### config.mk
export PLATFORM = sky130hd
export DESIGN_NAME = nor_cmd_host
export DESIGN_NICKNAME = d
export VERILOG_FILES = /design/src/nor_cmd_pkg.sv /design/src/nor_bus_cycle.sv /design/src/nor_cmd_host.sv
export SDC_FILE = /design/constraint.sdc
export NUM_CORES = 1
export LEC_CHECK = 0
export BUFFER_PORTS_ARGS = -buffer_cell sky130_fd_sc_hd__buf_4
export CORE_MARGIN = 4
export CORE_UTILIZATION = 45
export CTS_CLUSTER_SIZE = 20
export DETAILED_ROUTE_END_ITERATION = 7
export GPL_ROUTABILITY_DRIVEN = 0
export GPL_TIMING_DRIVEN = 0
export PLACE_DENSITY = 0.76
export SLEW_MARGIN = 0
export SYNTH_ARGS = -nofsm -noshare
export SYNTH_HDL_FRONTEND = slang
export SYNTH_HIERARCHICAL = 1
export SYNTH_SLANG_ARGS = --single-unit
### constraint.sdc
create_clock -name sys_clk -period 2.74 [get_ports sys_clk]
set_clock_uncertainty 0.15 [all_clocks]
set_input_delay 0.274 -clock sys_clk [delete_from_list [all_inputs] [get_ports sys_clk]]
set_output_delay 0.274 -clock sys_clk [all_outputs]
set_load 0.005 [all_outputs]
### src/nor_cmd_pkg.sv
// constants for the parallel nor flash command sequencer
package nor_cmd_pkg;
	localparam int ADDR_W = 20;
	localparam int DATA_W = 16;
	// unlock and command addresses, word mode then byte mode
	localparam logic [10:0] UNLOCK1_WORD = 11'h555;
	localparam logic [10:0] UNLOCK2_WORD = 11'h2AA;
	localparam logic [10:0] QUERY_WORD   = 11'h055;
	localparam logic [10:0] QUERY_BYTE   = 11'h0AA;
	localparam logic [11:0] UNLOCK1_BYTE_FULL = 12'hAAA;
	// command codes (low byte only)
	localparam logic [7:0] CODE_UNLOCK1  = 8'hAA;
	localparam logic [7:0] CODE_UNLOCK2  = 8'h55;
	localparam logic [7:0] CODE_AUTOSEL  = 8'h90;
	localparam logic [7:0] CODE_RESET    = 8'hF0;
	localparam logic [7:0] CODE_REGION   = 8'h88;
	localparam logic [7:0] CODE_PROGRAM  = 8'hA0;
	localparam logic [7:0] CODE_BYPASS   = 8'h20;
	localparam logic [7:0] CODE_ERASE_SU = 8'h80;
	localparam logic [7:0] CODE_CHIP_ER  = 8'h10;
	localparam logic [7:0] CODE_SECT_ER  = 8'h30;
	localparam logic [7:0] CODE_SUSPEND  = 8'hB0;
	localparam logic [7:0] CODE_RESUME   = 8'h30;
	localparam logic [7:0] CODE_QUERY    = 8'h98;
	localparam logic [7:0] CODE_ZERO     = 8'h00;
	// commands presented to the sequencer
	typedef enum logic [3:0] {
		OP_READ, OP_RESET, OP_AUTOSEL, OP_REGION_IN, OP_REGION_OUT, OP_PROGRAM,
		OP_BYPASS_IN, OP_BYPASS_PROG, OP_BYPASS_OUT, OP_CHIP_ERASE, OP_SECT_ERASE,
		OP_SECT_ADD, OP_SUSPEND, OP_RESUME, OP_QUERY
	} op_t;
	// bus timing in sys_clk cycles at 20 MHz
	localparam int CLK_MHZ       = 20;
	localparam int T_STROBE_NS   = 100;
	localparam int STROBE_CYC    = (T_STROBE_NS * CLK_MHZ + 999) / 1000;
	localparam int T_WINDOW_US   = 50;
	localparam int WINDOW_CYC    = T_WINDOW_US * CLK_MHZ;
	localparam int CNT_W         = 11;
	localparam logic [CNT_W-1:0] STROBE_CNT = CNT_W'(STROBE_CYC);
	localparam logic [CNT_W-1:0] WINDOW_CNT = CNT_W'(WINDOW_CYC);
	localparam logic [CNT_W-1:0] CNT_ZERO   = '0;
endpackage

### src/nor_bus_cycle.sv
// one flash bus cycle: write with strobe, or read with output enable
`timescale 1ns/1ns
module nor_bus_cycle (
	input  wire logic                            sys_clk,
	input  wire logic                            resetn,
	input  wire logic                            start,
	input  wire logic                            is_read,
	input  wire logic [nor_cmd_pkg::ADDR_W-1:0]  addr,
	input  wire logic [nor_cmd_pkg::DATA_W-1:0]  wdata,
	output logic                                 done,
	output logic [nor_cmd_pkg::DATA_W-1:0]       rdata_r,
	output logic                                 chip_en_n_r,
	output logic                                 write_en_n_r,
	output logic                                 out_en_n_r,
	output logic [nor_cmd_pkg::ADDR_W-1:0]       addr_out_r,
	output logic [nor_cmd_pkg::DATA_W-1:0]       data_out_r,
	output logic                                 data_oe_r,
	input  wire logic [nor_cmd_pkg::DATA_W-1:0]  data_in
);
	typedef enum logic [2:0] {PH_IDLE, PH_SETUP, PH_STROBE, PH_HOLD, PH_END} phase_t;
	phase_t                          phase_r;
	logic                            active;
	logic [nor_cmd_pkg::CNT_W-1:0]   cnt_r;
	logic                            read_r;
	logic [nor_cmd_pkg::DATA_W-1:0]  sync1_r;
	logic [nor_cmd_pkg::DATA_W-1:0]  sync2_r;
	logic [nor_cmd_pkg::DATA_W-1:0]  sync3_r;

	// done a cycle after hold, once read data has passed the synchroniser
	assign done   = (phase_r == PH_END);
	assign active = (phase_r == PH_SETUP || (phase_r == PH_STROBE && cnt_r != nor_cmd_pkg::CNT_ZERO));

	// phase sequencing; address settles a cycle before either enable falls
	always_ff @(posedge sys_clk) begin
		if (!resetn) begin
			phase_r <= PH_IDLE;
			cnt_r   <= nor_cmd_pkg::CNT_ZERO;
			read_r  <= 1'b0;
		end else begin
			case (phase_r)
				PH_IDLE: begin
					if (start) begin
						phase_r <= PH_SETUP;
						read_r  <= is_read;
					end
				end
				PH_SETUP: begin
					phase_r <= PH_STROBE;
					cnt_r   <= nor_cmd_pkg::STROBE_CNT;
				end
				PH_STROBE: begin
					if (cnt_r == nor_cmd_pkg::CNT_ZERO)
						phase_r <= PH_HOLD;
					else
						cnt_r <= cnt_r - 1'b1;
				end
				PH_HOLD: phase_r <= PH_END;
				PH_END: phase_r <= PH_IDLE;
				default: phase_r <= PH_IDLE;
			endcase
		end
	end

	// enables fall and rise together: later fall takes address, first rise data
	always_ff @(posedge sys_clk) begin
		if (!resetn) begin
			chip_en_n_r  <= 1'b1;
			write_en_n_r <= 1'b1;
			out_en_n_r   <= 1'b1;
			addr_out_r   <= '0;
			data_out_r   <= '0;
			data_oe_r    <= 1'b0;
		end else begin
			if (phase_r == PH_IDLE && start) begin
				addr_out_r <= addr;
				data_out_r <= wdata;
				data_oe_r  <= !is_read;
			end
			chip_en_n_r  <= !active;
			write_en_n_r <= !(active && !read_r);
			out_en_n_r   <= !(active && read_r);
			if (phase_r == PH_HOLD)
				data_oe_r <= 1'b0;
		end
	end

	// read data comes from the pins, so it passes three flops
	always_ff @(posedge sys_clk) begin
		if (!resetn) begin
			sync1_r <= '0;
			sync2_r <= '0;
			sync3_r <= '0;
			rdata_r <= '0;
		end else begin
			sync1_r <= data_in;
			sync2_r <= sync1_r;
			sync3_r <= sync2_r;
			if (phase_r == PH_HOLD && sync2_r == sync3_r)
				rdata_r <= sync3_r;
		end
	end
endmodule // nor_bus_cycle

### src/nor_cmd_host.sv
// host-side command sequencer driving a dual-bank parallel nor flash
`timescale 1ns/1ns
// Behaviour
// all cycles are writes but array read and autoselect fourth cycle
// only the low data byte carries command codes; upper byte zero
// high address bits don't care except bank or sector address
// array read is one read cycle without unlock
// single F0 write returns bank to read or suspend-read
// autoselect: AA/555, 55/2AA, 90/bank 555, then a read
// identification read at bank plus offset 00 or device offset
// region indicator read at offset 03 word, 06 byte
// protection query read at sector plus offset 02 word, 04 byte
// region entry AA,55,88; exit AA,55,90, then 00 anywhere
// program: AA,55,A0 then data at target location
// address latched at later falling edge of strobe or chip enable
// data latched at first rising edge of strobe or chip enable
// bypass entry AA,55,20; bypass program A0 then data
// bypass exit: 90 then 00 to any address
// erase: AA,55,80,AA,55 then 10 chip or 30 at sector
// bank commands carry the bank address in high bits
// suspend B0 to bank only during sector erase
// while suspended, reads, programs and autoselect are allowed
// resume 30 to bank only while suspended
// extra sector erase writes must come within 50 us
// device halts within 20 us; host needs nothing
// in bypass only bypass program and reset are issued
// query: 98 to 55 word or AA byte
// device abandons mismatched sequences; host never sends them
module nor_cmd_host (
	input  wire logic                            sys_clk,
	input  wire logic                            resetn,
	input  wire logic                            cmd_valid,
	output logic                                 cmd_ready,
	input  wire nor_cmd_pkg::op_t                cmd_op,
	input  wire logic                            byte_mode,
	input  wire logic [nor_cmd_pkg::ADDR_W-1:0]  cmd_addr,
	input  wire logic [nor_cmd_pkg::DATA_W-1:0]  cmd_data,
	output logic                                 cmd_done,
	output logic                                 cmd_refused,
	output logic [nor_cmd_pkg::DATA_W-1:0]       read_data_r,
	output logic                                 bypass_r,
	output logic                                 erasing_r,
	output logic                                 suspended_r,
	output logic                                 window_open,
	output logic                                 chip_en_n,
	output logic                                 write_en_n,
	output logic                                 out_en_n,
	output logic [nor_cmd_pkg::ADDR_W-1:0]       flash_addr,
	output logic [nor_cmd_pkg::DATA_W-1:0]       flash_dq_out,
	output logic                                 flash_dq_oe,
	input  wire logic [nor_cmd_pkg::DATA_W-1:0]  flash_dq_in
);
	typedef enum logic [1:0] {ST_IDLE, ST_ISSUE, ST_WAIT, ST_DONE} state_t;
	state_t                           state_r;
	nor_cmd_pkg::op_t                 op_r;
	logic                             byte_r;
	logic [nor_cmd_pkg::ADDR_W-1:0]   addr_r;
	logic [nor_cmd_pkg::DATA_W-1:0]   data_r;
	logic [2:0]                       step_r;
	logic [2:0]                       last_step;
	logic                             cyc_start;
	logic                             cyc_read;
	logic [nor_cmd_pkg::ADDR_W-1:0]   cyc_addr;
	logic [nor_cmd_pkg::DATA_W-1:0]   cyc_data;
	logic                             cyc_done;
	logic [nor_cmd_pkg::DATA_W-1:0]   cyc_rdata;
	logic [nor_cmd_pkg::CNT_W-1:0]    win_cnt_r;
	logic                             allowed;

	// unlock address: 555/2AA word, AAA/555 byte
	function automatic logic [nor_cmd_pkg::ADDR_W-1:0] unlock_addr(
		input logic [nor_cmd_pkg::ADDR_W-1:0] bank, input logic first, input logic bmode);
		logic [11:0] low;
		low = '0;
		if (bmode)
			low = first ? nor_cmd_pkg::UNLOCK1_BYTE_FULL : {1'b0, nor_cmd_pkg::UNLOCK1_WORD};
		else
			low = first ? {1'b0, nor_cmd_pkg::UNLOCK1_WORD} : {1'b0, nor_cmd_pkg::UNLOCK2_WORD};
		unlock_addr = {bank[nor_cmd_pkg::ADDR_W-1:12], low};
	endfunction

	// command code, upper byte zero
	function automatic logic [nor_cmd_pkg::DATA_W-1:0] code(input logic [7:0] c);
		code = {8'h00, c};
	endfunction

	// cycles per command, counted from zero
	always_comb begin
		case (op_r)
			nor_cmd_pkg::OP_READ, nor_cmd_pkg::OP_RESET, nor_cmd_pkg::OP_SUSPEND,
			nor_cmd_pkg::OP_RESUME, nor_cmd_pkg::OP_QUERY, nor_cmd_pkg::OP_SECT_ADD: last_step = 3'd0;
			nor_cmd_pkg::OP_BYPASS_PROG, nor_cmd_pkg::OP_BYPASS_OUT: last_step = 3'd1;
			nor_cmd_pkg::OP_REGION_IN, nor_cmd_pkg::OP_BYPASS_IN: last_step = 3'd2;
			nor_cmd_pkg::OP_CHIP_ERASE, nor_cmd_pkg::OP_SECT_ERASE: last_step = 3'd5;
			default: last_step = 3'd3;
		endcase
	end

	// legality of the request against the tracked bank state
	always_comb begin
		case (cmd_op)
			// bypass restricts commands
			nor_cmd_pkg::OP_BYPASS_PROG, nor_cmd_pkg::OP_BYPASS_OUT: allowed = bypass_r;
			// suspend only in sector erase
			nor_cmd_pkg::OP_SUSPEND: allowed = erasing_r && !suspended_r;
			// resume only when suspended
			nor_cmd_pkg::OP_RESUME: allowed = suspended_r;
			// adds only inside the window
			nor_cmd_pkg::OP_SECT_ADD: allowed = window_open && !suspended_r;
			// suspended bank takes reads, programs, autoselect
			nor_cmd_pkg::OP_READ, nor_cmd_pkg::OP_PROGRAM, nor_cmd_pkg::OP_AUTOSEL,
			nor_cmd_pkg::OP_RESET: allowed = !bypass_r && (!erasing_r || suspended_r);
			default: allowed = !bypass_r && !erasing_r;
		endcase
	end

	assign cmd_ready   = (state_r == ST_IDLE);
	assign cmd_refused = cmd_valid && cmd_ready && !allowed;
	assign cmd_done    = (state_r == ST_DONE);
	assign window_open = (win_cnt_r != nor_cmd_pkg::CNT_ZERO);
	assign cyc_start   = (state_r == ST_ISSUE);

	// address and data of the current cycle
	always_comb begin
		cyc_read = 1'b0;
		cyc_addr = unlock_addr(addr_r, step_r[0] == 1'b0, byte_r);
		cyc_data = code(step_r[0] ? nor_cmd_pkg::CODE_UNLOCK2 : nor_cmd_pkg::CODE_UNLOCK1);
		case (op_r)
			// plain array read
			nor_cmd_pkg::OP_READ: begin
				cyc_read = 1'b1;
				cyc_addr = addr_r;
			end
			// reset to any address
			nor_cmd_pkg::OP_RESET: begin
				cyc_addr = addr_r;
				cyc_data = code(nor_cmd_pkg::CODE_RESET);
			end
			// suspend and resume carry bank address
			nor_cmd_pkg::OP_SUSPEND: begin
				cyc_addr = addr_r;
				cyc_data = code(nor_cmd_pkg::CODE_SUSPEND);
			end
			nor_cmd_pkg::OP_RESUME: begin
				cyc_addr = addr_r;
				cyc_data = code(nor_cmd_pkg::CODE_RESUME);
			end
			// added sector inside window
			nor_cmd_pkg::OP_SECT_ADD: begin
				cyc_addr = addr_r;
				cyc_data = code(nor_cmd_pkg::CODE_SECT_ER);
			end
			// flash query entry
			nor_cmd_pkg::OP_QUERY: begin
				cyc_addr = {addr_r[nor_cmd_pkg::ADDR_W-1:11],
					byte_r ? nor_cmd_pkg::QUERY_BYTE : nor_cmd_pkg::QUERY_WORD};
				cyc_data = code(nor_cmd_pkg::CODE_QUERY);
			end
			// autoselect; caller offset, fourth is read
			nor_cmd_pkg::OP_AUTOSEL: begin
				if (step_r == 3'd2)
					cyc_data = code(nor_cmd_pkg::CODE_AUTOSEL);
				if (step_r == 3'd3) begin
					cyc_read = 1'b1;
					cyc_addr = addr_r;
				end
			end
			// region entry and exit
			nor_cmd_pkg::OP_REGION_IN:
				if (step_r == 3'd2)
					cyc_data = code(nor_cmd_pkg::CODE_REGION);
			nor_cmd_pkg::OP_REGION_OUT: begin
				if (step_r == 3'd2)
					cyc_data = code(nor_cmd_pkg::CODE_AUTOSEL);
				if (step_r == 3'd3) begin
					cyc_addr = addr_r;
					cyc_data = code(nor_cmd_pkg::CODE_ZERO);
				end
			end
			// program; full word only for data
			nor_cmd_pkg::OP_PROGRAM: begin
				if (step_r == 3'd2)
					cyc_data = code(nor_cmd_pkg::CODE_PROGRAM);
				if (step_r == 3'd3) begin
					cyc_addr = addr_r;
					cyc_data = data_r;
				end
			end
			// bypass entry and program
			nor_cmd_pkg::OP_BYPASS_IN:
				if (step_r == 3'd2)
					cyc_data = code(nor_cmd_pkg::CODE_BYPASS);
			nor_cmd_pkg::OP_BYPASS_PROG: begin
				cyc_addr = addr_r;
				cyc_data = (step_r == 3'd0) ? code(nor_cmd_pkg::CODE_PROGRAM) : data_r;
			end
			// bypass exit
			nor_cmd_pkg::OP_BYPASS_OUT: begin
				cyc_addr = addr_r;
				cyc_data = code((step_r == 3'd0) ? nor_cmd_pkg::CODE_AUTOSEL : nor_cmd_pkg::CODE_ZERO);
			end
			// erase, sector address in last cycle
			nor_cmd_pkg::OP_CHIP_ERASE, nor_cmd_pkg::OP_SECT_ERASE: begin
				cyc_addr = unlock_addr(addr_r, step_r == 3'd0 || step_r == 3'd2 || step_r == 3'd3
					|| step_r == 3'd5, byte_r);
				if (step_r == 3'd3 || step_r == 3'd4)
					cyc_data = code(step_r == 3'd4 ? nor_cmd_pkg::CODE_UNLOCK2 : nor_cmd_pkg::CODE_UNLOCK1);
				if (step_r == 3'd2)
					cyc_data = code(nor_cmd_pkg::CODE_ERASE_SU);
				if (step_r == 3'd5) begin
					cyc_data = code(op_r == nor_cmd_pkg::OP_CHIP_ERASE ? nor_cmd_pkg::CODE_CHIP_ER
						: nor_cmd_pkg::CODE_SECT_ER);
					if (op_r == nor_cmd_pkg::OP_SECT_ERASE)
						cyc_addr = addr_r;
				end
			end
			default: ;
		endcase
	end

	// sequencing of a command; a refused request is dropped in idle
	always_ff @(posedge sys_clk) begin
		if (!resetn) begin
			state_r <= ST_IDLE;
			op_r    <= nor_cmd_pkg::OP_READ;
			byte_r  <= 1'b0;
			addr_r  <= '0;
			data_r  <= '0;
			step_r  <= 3'd0;
		end else begin
			case (state_r)
				ST_IDLE: begin
					if (cmd_valid && allowed) begin
						state_r <= ST_ISSUE;
						op_r    <= cmd_op;
						byte_r  <= byte_mode;
						addr_r  <= cmd_addr;
						data_r  <= cmd_data;
						step_r  <= 3'd0;
					end
				end
				ST_ISSUE: state_r <= ST_WAIT;
				ST_WAIT: begin
					if (cyc_done) begin
						if (step_r == last_step)
							state_r <= ST_DONE;
						else begin
							step_r  <= step_r + 3'd1;
							state_r <= ST_ISSUE;
						end
					end
				end
				ST_DONE: state_r <= ST_IDLE;
				default: state_r <= ST_IDLE;
			endcase
		end
	end

	// read result kept for the caller
	always_ff @(posedge sys_clk) begin
		if (!resetn)
			read_data_r <= '0;
		else if (state_r == ST_WAIT && cyc_done && cyc_read)
			read_data_r <= cyc_rdata;
	end

	// tracked device mode; window restarts on each sector erase write
	always_ff @(posedge sys_clk) begin
		if (!resetn) begin
			bypass_r    <= 1'b0;
			erasing_r   <= 1'b0;
			suspended_r <= 1'b0;
			win_cnt_r   <= nor_cmd_pkg::CNT_ZERO;
		end else begin
			if (win_cnt_r != nor_cmd_pkg::CNT_ZERO)
				win_cnt_r <= win_cnt_r - 1'b1;
			if (state_r == ST_DONE) begin
				case (op_r)
					nor_cmd_pkg::OP_BYPASS_IN: bypass_r <= 1'b1;
					nor_cmd_pkg::OP_BYPASS_OUT: bypass_r <= 1'b0;
					// window opens and restarts
					nor_cmd_pkg::OP_SECT_ERASE, nor_cmd_pkg::OP_SECT_ADD: begin
						erasing_r <= 1'b1;
						win_cnt_r <= nor_cmd_pkg::WINDOW_CNT;
					end
					// suspend in window ends it at once
					nor_cmd_pkg::OP_SUSPEND: begin
						suspended_r <= 1'b1;
						win_cnt_r   <= nor_cmd_pkg::CNT_ZERO;
					end
					nor_cmd_pkg::OP_RESUME: suspended_r <= 1'b0;
					default: ;
				endcase
			end
		end
	end

	// strobe edges shaped by the cycle engine
	nor_bus_cycle u_cycle (
		.sys_clk      (sys_clk),
		.resetn       (resetn),
		.start        (cyc_start),
		.is_read      (cyc_read),
		.addr         (cyc_addr),
		.wdata        (cyc_data),
		.done         (cyc_done),
		.rdata_r      (cyc_rdata),
		.chip_en_n_r  (chip_en_n),
		.write_en_n_r (write_en_n),
		.out_en_n_r   (out_en_n),
		.addr_out_r   (flash_addr),
		.data_out_r   (flash_dq_out),
		.data_oe_r    (flash_dq_oe),
		.data_in      (flash_dq_in)
	);
endmodule // nor_cmd_host

==> summary.md <==
| Metric | Value |
|---|---|
| Status | `finished, violations left` |
| Failing checks | `setup timing` |
| Die width | `147 um` |
| Multiplexer share of the synthesized area | `7.10%` |
| I/O Pins | `123` |
| Total Wirelength | `22600 um` |
| Ant. Diodes | `0` |
| Final Cycle Share | `100%` |
| Min Clock Period, post-route | `2.75 ns` |
| Avg Cell Area, Syn | `8.79 um2` |
| Worst hold margin | `0.110 ns` |
| H-tree levels | `4` |
| Worst Setup End Kind | `register` |
| Highest-count cells in the layout ignoring fill and taps | `dfxtp_1, buf_4, nand2_1` |
| Worst Max-Slew Pin Slew | `0.717 ns` |
| Maximum clock rate | `363 MHz` |
| Distinct cells, synth | `78` |
| Vias | `7654` |
| Max VDD drop | `0.446 mV` |
| Worst r2r src | `win_cnt_r[5]` |
| Total gr overflow | `0` |
| Number of global-route vias before repair | `7477` |
| Seq cells post-synth | `198` |
| LEAKAGE | `4.58 nW` |
| Synthesized instance count | `996` |
| Detailed placer's ending HPWL | `16000 um` |
| Power Total | `7.47 mW` |
| Port bufs | `121` |
| Worst hold path class | `primary input to register` |
| Num rows | `50` |
| Hold violation count in the final report | `0` |
| Compound-Gate Fraction of Synth Area | `14.6%` |
| Post-DRT Antenna Nets | `0` |
| Largest net degree at the start of global routing | `19` |
| GRT Resource Usage Total | `20.7%` |
| Die area | `21800 um2` |
| Share of layout cells above drive strength 1 | `18.7%` |
| Area of the mapped netlist | `8750 um2` |
| Critical Path AT | `2.96 ns` |
| PnR worst setup slack | `-0.0126 ns` |
| Number of max-cap violations | `0` |
| Rel. slew slack | `52.2%` |
| DRC | `0` |
| Syn Nets | `1068` |
| RSZ-0062 raised after global routing | `yes` |
| PD cells | `659 nW/um2` |
| Worst setup SP type | `register` |
| CTS tree | `done` |
| Crit path kind | `register to register` |
| Nets | `1272` |
| Most common cell after layout, fill and taps aside | `dfxtp_1` |
| Start point of the worst hold path | `cmd_op[0]` |
| Avg WL per Cell | `15.3 um` |
| R2r setup slk | `-0.01 ns` |
| Clk_lat worst skew | `0.43 ns` |
| Die extent in y | `147 um` |
| Simple-gate portion of the synthesized area | `23.8%` |
| Detailed Route Iter0 Violations | `710` |
| First-pass GRT wire length | `36900 um` |
| Root Buffer Master | `clkbuf_16` |
| Total CTS buffers | `17` |
| Initial core utilization | `46.3%` |
| FFs w/ async S/R, synth | `0%` |
| Final setup viols | `1` |
| Synth Warn # | `6` |
| Worst setup path start | `win_cnt_r[5]` |
| Drt first pass iters | `5` |
| Drt via density | `5.20` |
| Post-synth top flop | `dfxtp_1` |
| Crit-path max FO | `6` |
| Initial antenna violation count | `0` |
| Clk pin slew, worst setup/hold paths | `0.07 ns` |
| CTS max path bufs | `2` |
| Core area | `18900 um2` |
| Layout area overhead | `29.6%` |
| Critical path data required time | `2.95 ns` |
| Register area share after synthesis | `45.3%` |
| Main combinational cell family by area after synthesis | `simple AND/OR/NAND/NOR gates` |
| Clock Sinks | `198` |
| Max Slew Vio Count | `0` |
| Post-synth EDFFs | `0` |
| Area share of fa/ha/maj cells after synthesis | `1.72%` |
| Post-Synth XOR/XNOR Area | `3.60%` |
power breakdown:
group | switching, mW | internal [mW] | leakage, nW
logic | 0.960 | 0.864 | 2.70
registers | 0.154 | 3.07 | 1.61
clock network | 1.14 | 1.28 | 0.271
kinds of logic (layout without fill, tap and decap cells):
logic type / count (synthesis) / in the layout
mux: 61 / 61
compound gates: 212 / 212
xor+xnor: 36 / 36
simple gates: 394 / 394
buf+inv: 83 / 300
fa+ha+maj: 12 / 12
flops: 198 / 198
what timing repair did:
action | CTS | global route
endpoints found under the setup margin | 58 | 46
resized for setup | 18 | 38
buffers inserted | 2 | 8
pin swaps | 2 | 3
gates cloned | 0 | 0
hold buffers | 54 | 0
endpoints found under the hold margin | 54 | 0
stage by stage:
stage	std cells	instance area (um2)	setup TNS, ns	utilization (%)	setup slack [ns]
3_3_place_gp	1377	9990	-6.64	52.9	-0.207
5_1_grt	1473	11300	-0.241	60.0	-0.112
2_1_floorplan	996	8750	0	-	0.0870
3_5_place_dp	1377	9990	-8.02	52.9	-0.252
4_1_cts	1465	11200	-0.0315	59.2	-0.0229
6_report	1473	11300	-0.0126	60.0	-0.0126
cells in the mapped netlist, drive strengths merged (8+ instances only):
| master | number | share of area [%] |
|---|---|---|
| or3 | 8 | 0.64 |
| nand2 | 112 | 4.8 |
| clkbuf | 45 | 1.9 |
| mux2i | 58 | 6.6 |
| o21ai | 54 | 3.1 |
| xor2 | 24 | 2.4 |
| ha | 12 | 1.7 |
| a21oi | 98 | 5.6 |
| inv | 23 | 0.99 |
| and2 | 64 | 4.6 |
| nand3 | 25 | 1.4 |
| nor4 | 15 | 1.4 |
| dfxtp | 198 | 45 |
| nand2b | 8 | 0.57 |
| nor2b | 64 | 4.6 |
| buf | 14 | 0.94 |
| nor3 | 17 | 0.97 |
| a211oi | 9 | 0.89 |
| xnor2 | 12 | 1.2 |
| nor2 | 53 | 2.3 |
area by class of cell:
cell class                 count  area [um2]
fill                        1657        7550
multi-input combinational    715        4580
sequential                   198        3970
timing repair buffer         185        1530
clock buffer                  19         433
tap                          260         325
buffer                        59         269
clock inverter                13         140
inverter                      24         100
routing by layer:
metal | global-route usage, % | part of all wire, % | up-vias
li1 | - | - | 3833
met1 | 29.2 | 47 | 3524
met2 | 31.2 | 44 | 254
met3 | 4.66 | 6.9 | 43
met4 | 7.64 | 2.3 | 0
met5 | 0 | 0 | -
critical path, cell delays in order (launching register included):
cell and delay [ns]:
dfxtp_4 0.36, nor4_4 0.31, nand4_2 0.16, o41a_1 0.38, o2111a_1 0.26, buf_6 0.14, mux2_4 0.33, inv_4 0.08
mux2_4 0.30, a211oi_2 0.20
sequential cells by signal, summed over array words and instances, names as in the netlist, 2 cells and up:
signal              cells
u_cycle/rdata_r        16
data_r                 16
u_cycle/data_out_r     16
u_cycle/sync1_r        16
op_r                    4
read_data_r            16
addr_r                 20
u_cycle/sync3_r        16
state_r                 2
u_cycle/cnt_r          11
win_cnt_r              11
last_step               3
step_r                  3
u_cycle/sync2_r        16
u_cycle/addr_out_r     20
u_cycle/phase_r         3
path summary, 6_finish.rpt:
| kind | end | cells past startpoint |
|---|---|---|
| max | last_step[0] | 9 |
| min | op_r[0] | 3 |
| max reg2reg | last_step[0] | 9 |
| min reg2reg | u_cycle/sync2_r[11] | 1 |
Power figures use the tool's default switching activity.
